**src/shared/kpi_pkg.sv**
```systemverilog
// constants for the keypad interrupt unit
package kpi_pkg;
  localparam int unsigned KPI_PINS            = 8;
  localparam logic [7:0]  KPI_ADDR_STATUS     = 8'h1A;
  localparam logic [7:0]  KPI_ADDR_ENABLE     = 8'h1B;
  localparam logic [7:0]  KPI_RESET_VALUE     = 8'h00;
  localparam int unsigned KPI_BIT_SENS        = 0;
  localparam int unsigned KPI_BIT_MASK        = 1;
  localparam int unsigned KPI_BIT_ACK         = 2;
  localparam int unsigned KPI_BIT_PEND        = 3;
  localparam int unsigned KPI_PIN_SIX         = 6;
  localparam logic [15:0] KPI_VECTOR_ADDR     = 16'hFFE0;
endpackage : kpi_pkg

```
**src/hw/kpi_unit.sv**
```systemverilog
// keypad interrupt unit: eight-pin falling-edge / low-level request latch with registers
module kpi_unit #(
  parameter int unsigned PINS = kpi_pkg::KPI_PINS
) (
  // clock and reset
  input  wire logic            clock,
  input  wire logic            rst,
  // register port
  input  wire logic [7:0]      addr,
  input  wire logic [7:0]      wdata,
  input  wire logic            wr_stb,
  input  wire logic            rd_stb,
  output logic      [7:0]      rdata,
  // port pins and port configuration
  input  wire logic [PINS-1:0] keypad_input_pin,
  input  wire logic [PINS-1:0] port_direction,
  input  wire logic [PINS-1:0] port_pullup_enable,
  input  wire logic            oscillator_select,
  input  wire logic            port_pin_six_enable,
  output logic      [PINS-1:0] pin_pullup_on,
  output logic      [PINS-1:0] pin_force_input,
  output logic      [PINS-1:0] pin_read_level,
  // cpu side
  input  wire logic            vector_fetch,
  output logic                 cpu_irq,
  output logic                 wake_request
);
  import kpi_pkg::*;

  logic [PINS-1:0] sync1_reg;
  logic [PINS-1:0] sync2_reg;
  logic [PINS-1:0] enable_reg;
  logic [PINS-1:0] enable_next;
  logic            sens_reg;
  logic            sens_next;
  logic            mask_reg;
  logic            mask_next;
  logic            latch_reg;
  logic            latch_next;
  // level mode remembers an acknowledge that came while a pin was still low
  logic            acked_reg;
  logic            acked_next;
  logic            any_low_reg;
  logic            any_low_next;
  logic [7:0]      rdata_reg;
  logic [7:0]      rdata_next;
  logic [PINS-1:0] active_en;
  logic            any_low;
  logic            fall;
  logic            ack;
  logic            wr_status;
  logic            wr_enable;
  logic            rd_status;
  logic            rd_enable;

  // pin six is only a keypad input in the rc oscillator option
  function automatic logic [PINS-1:0] usable_mask(input logic osc, input logic six_en);
    logic [PINS-1:0] m;
    m = '1;
    if (PINS > KPI_PIN_SIX) begin
      m[KPI_PIN_SIX] = (osc == 1'b0) && six_en;
    end
    return m;
  endfunction

  // address match, shared by the write and the read decoders
  function automatic logic hits(input logic [7:0] a, input logic [7:0] target);
    return a == target;
  endfunction

  // status image; the acknowledge bit and the upper nibble have no storage and read zero
  function automatic logic [7:0] status_word(input logic s, input logic m, input logic p);
    logic [7:0] w;
    w               = KPI_RESET_VALUE;
    w[KPI_BIT_SENS] = s;
    w[KPI_BIT_MASK] = m;
    w[KPI_BIT_PEND] = p;
    return w;
  endfunction

  // two-stage synchroniser, first stage read only by the second
  always_ff @(posedge clock or posedge rst) begin
    if (rst) begin
      sync1_reg <= '1;
      sync2_reg <= '1;
    end else begin
      sync1_reg <= keypad_input_pin;
      sync2_reg <= sync1_reg;
    end
  end

  assign active_en       = enable_reg & usable_mask(oscillator_select, port_pin_six_enable);
  assign any_low         = |(active_en & ~sync2_reg);
  // only a change from all-high counts, so a second key under a held one is lost
  assign fall            = any_low && !any_low_reg;
  assign pin_pullup_on   = port_pullup_enable | active_en;
  assign pin_force_input = active_en;
  // a forced input still reads the output latch unless the direction bit is zero
  assign pin_read_level  = ~port_direction;
  assign wr_status       = wr_stb && hits(addr, KPI_ADDR_STATUS);
  assign wr_enable       = wr_stb && hits(addr, KPI_ADDR_ENABLE);
  assign rd_status       = rd_stb && hits(addr, KPI_ADDR_STATUS);
  assign rd_enable       = rd_stb && hits(addr, KPI_ADDR_ENABLE);
  assign ack             = (wr_status && wdata[KPI_BIT_ACK]) || vector_fetch;

  // software configuration
  always_comb begin
    enable_next = enable_reg;
    sens_next   = sens_reg;
    mask_next   = mask_reg;
    if (wr_enable) begin
      enable_next = wdata[PINS-1:0];
    end
    // a write carrying the acknowledge also rewrites mask and sensitivity
    if (wr_status) begin
      sens_next = wdata[KPI_BIT_SENS];
      mask_next = wdata[KPI_BIT_MASK];
    end
  end

  always_ff @(posedge clock or posedge rst) begin
    if (rst) begin
      enable_reg <= '0;
      sens_reg   <= 1'b0;
      mask_reg   <= 1'b0;
    end else begin
      enable_reg <= enable_next;
      sens_reg   <= sens_next;
      mask_reg   <= mask_next;
    end
  end

  // request latch; later steps override earlier ones, so a set beats a clear
  always_comb begin
    latch_next   = latch_reg;
    acked_next   = acked_reg;
    any_low_next = any_low;
    if (!sens_reg) begin
      if (ack) begin
        latch_next = 1'b0;
      end
    end else begin
      if (ack && latch_reg) begin
        acked_next = 1'b1;
      end
      // acknowledge and all-high may arrive in either order
      if (!any_low && (ack || acked_reg)) begin
        latch_next = 1'b0;
      end
      // a low level keeps asking for as long as it lasts
      if (any_low) begin
        latch_next = 1'b1;
      end
    end
    if (fall) begin
      latch_next = 1'b1;
      acked_next = 1'b0;
    end
    if (!latch_next || !sens_reg) begin
      acked_next = 1'b0;
    end
  end

  always_ff @(posedge clock or posedge rst) begin
    if (rst) begin
      latch_reg   <= 1'b0;
      acked_reg   <= 1'b0;
      any_low_reg <= 1'b0;
    end else begin
      latch_reg   <= latch_next;
      acked_reg   <= acked_next;
      any_low_reg <= any_low_next;
    end
  end

  // read data stand for the one cycle after the strobe and are zero otherwise
  always_comb begin
    rdata_next = KPI_RESET_VALUE;
    if (rd_status) begin
      rdata_next = status_word(sens_reg, mask_reg, latch_reg);
    end
    if (rd_enable) begin
      rdata_next[PINS-1:0] = enable_reg;
    end
  end

  always_ff @(posedge clock or posedge rst) begin
    if (rst) begin
      rdata_reg <= KPI_RESET_VALUE;
    end else begin
      rdata_reg <= rdata_next;
    end
  end

  assign rdata        = rdata_reg;
  assign cpu_irq      = latch_reg && !mask_reg;
  // no clock gating here, so wait and stop do not stop the latch
  assign wake_request = cpu_irq;
endmodule : kpi_unit

```
**config.mk**
```make
export PLATFORM = sky130hd
export DESIGN_NAME = kpi_unit
export DESIGN_NICKNAME = d
export VERILOG_FILES = /design/src/shared/kpi_pkg.sv /design/src/hw/kpi_unit.sv
export SDC_FILE = /design/constraint.sdc
export NUM_CORES = 1
export LEC_CHECK = 0
export ABC_AREA = 1
export BUFFER_PORTS_ARGS = -buffer_cell sky130_fd_sc_hd__buf_4
export CAP_MARGIN = 40
export CORE_AREA = 2 2 66 68
export CTS_CLUSTER_DIAMETER = 30
export CTS_CLUSTER_SIZE = 10
export DETAILED_ROUTE_END_ITERATION = 7
export DIE_AREA = 0 0 68 70
export PLACE_DENSITY = 0.8
export SLEW_MARGIN = 0
export SYNTH_ARGS = -nofsm -noshare
export SYNTH_HDL_FRONTEND = slang
export SYNTH_SLANG_ARGS = --single-unit
```
**constraint.sdc**
```tcl
create_clock -name clock -period 2.38 [get_ports clock]
set_clock_uncertainty 0.1 [all_clocks]
set_input_delay 0.119 -clock clock [delete_from_list [all_inputs] [get_ports clock]]
set_output_delay 0.119 -clock clock [all_outputs]
set_load 0.05 [all_outputs]
```
==> results of run 1 <==
routing by layer:
metal | wire (microns) | track usage
met5 | 0 | 0
met4 | 86 | 0.08889
met3 | 245 | 0.04670
met2 | 1762 | 0.2665
met1 | 1210 | 0.1616
worst max-delay path: stages (launching register included):
cell and delay (ns):
sky130_fd_sc_hd__dfrtp_1 0.38, sky130_fd_sc_hd__nand3_1 0.08, sky130_fd_sc_hd__inv_1 0.07, sky130_fd_sc_hd__or2_2 0.27, sky130_fd_sc_hd__buf_4 0.19
stage by stage:
stage	hold WS [ns]	instance area [sq um]	worst slack (ns)
after global placement	0.1275	2181	1.105
after CTS	0.02133	2431	0.8700
after floorplan	0.02348	1575	0.7598
after global routing	0.04846	2431	0.8161
after detailed placement	0.1283	2181	1.030
final	0.02638	2431	0.8860
area by class of cell:
cell class	count	area (sq um)	area share
clock buffers	8	80.08	0.03294
inverters	38	142.6	0.05867
multi-input cells	78	411.6	0.1693
flip-flops and latches	37	945.9	0.3891
well taps	52	65.06	0.02676
repair buffers	99	785.8	0.3232
power by group:
group / total, W / internal [W] / switching [W]
registers: 0.000697 / 0.000674 / 0.0000231
clock network: 0.000406 / 0.000208 / 0.000198
logic: 0.000312 / 0.000131 / 0.000181
timing repair:
item                                   in CTS  in global routing
resized for setup                           0                  0
endpoints found under the hold margin      24                  0
hold buffers                               17                  0
worst min path at each step:
stage | slack [ns] | startpoint | cells past startpoint | end
after CTS | 0.02 | vector_fetch | 4 | latch_reg
after detailed placement | 0.13 | keypad_input_pin[7] | 1 | sync1_reg[7]
after global placement | 0.13 | keypad_input_pin[6] | 1 | sync1_reg[6]
final | 0.03 | vector_fetch | 4 | latch_reg
after global routing | 0.05 | vector_fetch | 4 | latch_reg
after floorplan | 0.02 | keypad_input_pin[0] | 0 | sync1_reg[0]
synthesized netlist by cell type:
cell type / instances / area [sq um]
sky130_fd_sc_hd__buf_4: 8 / 60.06
sky130_fd_sc_hd__nor2_1: 13 / 48.80
sky130_fd_sc_hd__inv_2: 1 / 3.750
sky130_fd_sc_hd__nand2_2: 1 / 6.260
sky130_fd_sc_hd__o21ai_0: 8 / 40.04
sky130_fd_sc_hd__nand2_4: 1 / 11.26
sky130_fd_sc_hd__dfstp_2: 16 / 420.4
sky130_fd_sc_hd__nand4_1: 1 / 6.260
sky130_fd_sc_hd__nand2_1: 28 / 105.1
sky130_fd_sc_hd__nand3_2: 1 / 10.01
sky130_fd_sc_hd__dfrtp_1: 21 / 525.5
sky130_fd_sc_hd__mux2_1: 1 / 11.26
sky130_fd_sc_hd__o21ai_2: 5 / 43.79
sky130_fd_sc_hd__or2_2: 8 / 50.05
sky130_fd_sc_hd__nor2_4: 1 / 11.26
sky130_fd_sc_hd__nand3_1: 4 / 20.02
sky130_fd_sc_hd__inv_1: 37 / 138.9
sky130_fd_sc_hd__a21oi_1: 3 / 15.01
sky130_fd_sc_hd__nor2_2: 2 / 12.51
sky130_fd_sc_hd__buf_8: 1 / 15.01
sky130_fd_sc_hd__nor2_8: 1 / 20.02
kinds of logic (layout without fill, tap and decap cells):
logic type	count (synthesis)	count (layout)	share of synthesized area
AND/OR/NAND/NOR	61	61	0.1914
AO/OA/AOI/OAI	16	16	0.06275
multiplexers	1	1	0.007148
flip-flops	37	37	0.6005
buffers and inverters	47	145	0.1382
==> impl_table.tex, run 1 <==
\begin{tabular}{lr}
\hline
Metric & Value \\
\hline
\multicolumn{2}{l}{\textbf{Floorplan}} \\
Chip Height & 70 microns \\
Die area & 4760 sq um \\
Ports & 81 \\
Floorplan core area & 4144 sq um \\
Effective utilization at floorplan & 0.3801 \\
Standard-cell row count & 24 \\
Die width & 68 microns \\
\multicolumn{2}{l}{\textbf{Finish}} \\
Share of cells above drive strength 1 & 0.4769 \\
Most used cells in the layout excluding fill and tap cells & sky130\_fd\_sc\_hd\_\_buf\_4, sky130\_fd\_sc\_hd\_\_inv\_1, sky130\_fd\_sc\_hd\_\_nand2\_1 \\
Cell Count, Final, Fillers Out & 312 \\
NumNets Final & 306 \\
Most common cell after layout, fill and taps aside & sky130\_fd\_sc\_hd\_\_buf\_4 \\
Number of fill cells & 368 \\
Area added between synthesis and finish & 54.33\% \\
Antenna cell count & 0 \\
Core utilization of the finished layout & 0.5867 \\
\multicolumn{2}{l}{\textbf{Setup path}} \\
Setup CP Type & reg2out \\
Worst-case reg-to-reg path depth & 9 \\
CP required & 2.16 ns \\
Critical path launch point type & register \\
Destination of the critical timing path & pin\_pullup\_on[6] \\
RR Startpoint & sync2\_reg[3] \\
Crit path launch & enable\_reg[6] \\
Worst R2R End & acked\_reg \\
Element type at the critical path end & output port \\
R2R Setup Slk & 1.04 ns \\
Critical Path AT & 1.27 ns \\
Largest fanout of any net on the critical path & 3 \\
\multicolumn{2}{l}{\textbf{Synth}} \\
Number of standard cells after synthesis & 162 \\
Mean area per synthesized cell & 9.724 sq um \\
Combined area of all synthesized cells & 1575 sq um \\
Synthesis warning total & 0 \\
Seq/Total Area, Yosys & 0.6005 \\
Syn nets & 209 \\
Number of synthesized register bits & 37 \\
Netlist cell types & 21 \\
\multicolumn{2}{l}{\textbf{Clock network}} \\
Number of CTS-inserted buffers & 5 \\
Clock slew seen by the registers of the worst setup and hold paths & 0.07 ns \\
CTS tree & done \\
Number of levels the H-tree was split into & 2 \\
Buffers from clock root to sink, at most & 2 \\
Clock Sink Count & 37 \\
Worst-Skew Late Latency & 0.29 ns \\
Buffers inserted by post-CTS timing repair & 0 \\
Clk Tree Root Cell & sky130\_fd\_sc\_hd\_\_clkbuf\_8 \\
\multicolumn{2}{l}{\textbf{Placement}} \\
Global placement routability congestion & 0.8286 \\
Number of port buffers & 80 \\
Half-perimeter wire length after placement & 2485 microns \\
Placed cell count & 287 \\
\multicolumn{2}{l}{\textbf{Drt}} \\
Via count & 1,348 \\
Iteration count of the initial detailed-routing pass & 4 \\
Residual antenna-violating net count after detailed routing & 0 \\
DRC violation count after routing & 0 \\
Vias per cell & 4.321 \\
Wire length per cell after detailed routing & 10.59 microns \\
Number of DRC markers after the initial detailed-route iteration & 64 \\
Total length of routed wires & 3305 microns \\
\multicolumn{2}{l}{\textbf{Global route}} \\
First-pass GRT wire length & 5395 microns \\
Maximum number of pins on one net before global-route repair & 25 \\
Initial antenna violation count & 0 \\
Global route overflow & 0 \\
Via count of the first global-routing pass & 1,352 \\
GRT Util Overall & 0.1550 \\
\multicolumn{2}{l}{\textbf{STA}} \\
Total of endpoints with negative setup slack in the final report & 0 \\
Final hold violation count & 0 \\
Final-layout setup total negative slack & 0 ns \\
Least-Margin Pin Slew & 0.8361 ns \\
Final min period & 1.494 ns \\
Final Cycle Share & 0.6277 \\
Remaining max-slew budget at the tightest pin & 0.4420 \\
Number of pins exceeding their max-slew limit in the final report & 0 \\
Setup repair after global routing missed its margin & no \\
Achievable frequency & 0.6694 GHz \\
\multicolumn{2}{l}{\textbf{Power}} \\
Worst voltage drop across the vdd grid & 0.3362 mV \\
Final Power & 0.001414 W \\
Static leakage & 1.331 nW \\
PD cells & 581.7 nW/um\^{}2 \\
\multicolumn{2}{l}{\textbf{Job}} \\
Number of maximum-capacitance constraint violations & 0 \\
\multicolumn{2}{l}{\textbf{Worst hold path}} \\
Worst min-delay path category & in2reg \\
\multicolumn{2}{l}{\textbf{Run status}} \\
Outcome & completed \\
\hline
\end{tabular}
No activity file was read; power rests on OpenSTA's default activity.
==> inputs of run 2 (changes only) <==
- clock period: 2.38 -> 1.5 ns (I/O delays scaled with it)
==> run 2 against run 1 <==
Net effect: clock power up 55%; combinational power grew 58%; highest routed layer unchanged; non-clock buffer count is 1 lower; largest power group unchanged; sequential power up 58%; via count down 3.5%; sequential share of layout area about the same; first-iteration DRC count rose by 13%; clock-buffer cell count is 2 lower; utilization is essentially flat; critical path type unchanged; flip-flop and latch count unchanged; register-to-register slack worse by 0.84 ns; final area barely moved.
==> impl_table.tex, run 2 (same netlist as run 1, synthesis figures left out) <==
\begin{tabular}{lr}
\hline
Metric & Value \\
\hline
\multicolumn{2}{l}{\textbf{Clock network}} \\
CTS tree & done \\
Clock Sink Count & 37 \\
Number of CTS-inserted buffers & 5 \\
Clk Tree Root Cell & sky130\_fd\_sc\_hd\_\_clkbuf\_8 \\
Clock slew seen by the registers of the worst setup and hold paths & 0.07 ns \\
Worst-Skew Late Latency & 0.27 ns \\
Number of levels the H-tree was split into & 2 \\
Buffers from clock root to sink, at most & 2 \\
\multicolumn{2}{l}{\textbf{Global route}} \\
First-pass GRT wire length & 4843 microns \\
Global route overflow & 0 \\
Maximum number of pins on one net before global-route repair & 38 \\
Via count of the first global-routing pass & 1,212 \\
GRT Util Overall & 0.1344 \\
Initial antenna violation count & 0 \\
\multicolumn{2}{l}{\textbf{Drt}} \\
Via count & 1,301 \\
DRC violation count after routing & 0 \\
Total length of routed wires & 3088 microns \\
Iteration count of the initial detailed-routing pass & 4 \\
Vias per cell & 4.183 \\
Wire length per cell after detailed routing & 9.929 microns \\
Residual antenna-violating net count after detailed routing & 0 \\
Number of DRC markers after the initial detailed-route iteration & 72 \\
\multicolumn{2}{l}{\textbf{Floorplan}} \\
Die area & 4760 sq um \\
Ports & 81 \\
Chip Height & 70 microns \\
Effective utilization at floorplan & 0.3801 \\
Standard-cell row count & 24 \\
Die width & 68 microns \\
Floorplan core area & 4144 sq um \\
\multicolumn{2}{l}{\textbf{Finish}} \\
Area added between synthesis and finish & 54.41\% \\
Most used cells in the layout excluding fill and tap cells & sky130\_fd\_sc\_hd\_\_buf\_4, sky130\_fd\_sc\_hd\_\_inv\_1, sky130\_fd\_sc\_hd\_\_nand2\_1 \\
Share of cells above drive strength 1 & 0.4865 \\
Antenna cell count & 0 \\
NumNets Final & 305 \\
Core utilization of the finished layout & 0.5870 \\
Most common cell after layout, fill and taps aside & sky130\_fd\_sc\_hd\_\_buf\_4 \\
Cell Count, Final, Fillers Out & 311 \\
Number of fill cells & 371 \\
\multicolumn{2}{l}{\textbf{STA}} \\
Final Cycle Share & 0.9589 \\
Total of endpoints with negative setup slack in the final report & 0 \\
Final-layout setup total negative slack & 0 ns \\
Least-Margin Pin Slew & 0.4412 ns \\
Setup repair after global routing missed its margin & no \\
Final worst slack & 0.06158 ns \\
Number of pins exceeding their max-slew limit in the final report & 0 \\
Remaining max-slew budget at the tightest pin & 0.7059 \\
Achievable frequency & 0.6952 GHz \\
Final min period & 1.438 ns \\
Final hold violation count & 0 \\
\multicolumn{2}{l}{\textbf{Placement}} \\
DP Worst Slack & 0.1729 ns \\
Half-perimeter wire length after placement & 2310 microns \\
Global placement routability congestion & 0.8443 \\
Number of port buffers & 80 \\
Placed cell count & 286 \\
\multicolumn{2}{l}{\textbf{Setup path}} \\
Largest fanout of any net on the critical path & 3 \\
CP required & 1.32 ns \\
Critical Path AT & 1.26 ns \\
Setup CP Type & reg2out \\
Critical path launch point type & register \\
Element type at the critical path end & output port \\
\multicolumn{2}{l}{\textbf{Worst hold path}} \\
Worst min-delay path category & in2reg \\
\multicolumn{2}{l}{\textbf{Power}} \\
Static leakage & 1.334 nW \\
PD cells & 915.4 nW/um\^{}2 \\
Worst voltage drop across the vdd grid & 0.7789 mV \\
\multicolumn{2}{l}{\textbf{Job}} \\
Number of maximum-capacitance constraint violations & 0 \\
\multicolumn{2}{l}{\textbf{Run status}} \\
Outcome & completed \\
\hline
\end{tabular}
## run 2: what timing repair did
item | in CTS | in global routing
endpoints found under the setup margin | 0 | 1
hold buffers | 17 | 0
hold endpoints to repair | 39 | 0
resized for setup | 0 | 1
buffers inserted | 0 | 0
## run 2: per-stage QoR
step	area [sq um]	hold WS, ns	power [W]
CTS	2429	0.008626	0.002250
finish	2432	0.002749	0.002227
global route	2432	0.01796	0.002356
global placement	2176	0.08377	0.001571
floorplan	1578	-0.02052	0.001413
detailed placement	2176	0.08448	0.001581
## run 2: path summary, 6_finish.rpt
path                          startpoint          endpoint  cells after the start  slack, ns
setup / recovery           enable_reg[6]  pin_pullup_on[6]                      4       0.06
max in group asynchronous            rst      sync2_reg[1]                      4       0.59
hold reg to reg             sync1_reg[5]      sync2_reg[5]                      0       0.26
setup reg to reg            sync2_reg[3]         acked_reg                      9       0.20
hold / removal              vector_fetch         latch_reg                      4      0.003
min in group asynchronous            rst     enable_reg[4]                      4       0.36
## run 2: area by class of cell
type	count	area (sq um)	share of cell area
Clock buffer	6	72.57	0.02984
Clock inverter	2	10.01	0.004115
Inverter	38	142.6	0.05864
Multi-Input combinational cell	78	414.1	0.1703
Sequential cell	37	945.9	0.3889
Tap cell	52	65.06	0.02675
Timing Repair Buffer	98	782.0	0.3215
## run 2: metal layers
metal,global-route usage,up-vias,wire [microns]
li1,-,661,-
met1,0.1527,590,1214
met2,0.2427,48,1629
met3,0.04026,2,232
met4,0.02667,0,10
met5,0,-,0
## run 2: report_power, final
| part | total, W | internal, W | switching (W) |
|---|---|---|---|
| registers | 0.00110 | 0.00107 | 0.0000348 |
| logic | 0.000492 | 0.000207 | 0.000285 |
| clock network | 0.000631 | 0.000321 | 0.000310 |
| total | 0.00223 | 0.00160 | 0.000629 |
## run 2: worst max-delay path, cell delays in order (launching register included)
cell and delay (ns):
sky130_fd_sc_hd__dfrtp_1 0.39, sky130_fd_sc_hd__nand3_1 0.09, sky130_fd_sc_hd__inv_1 0.07, sky130_fd_sc_hd__or2_2 0.29, sky130_fd_sc_hd__buf_6 0.16
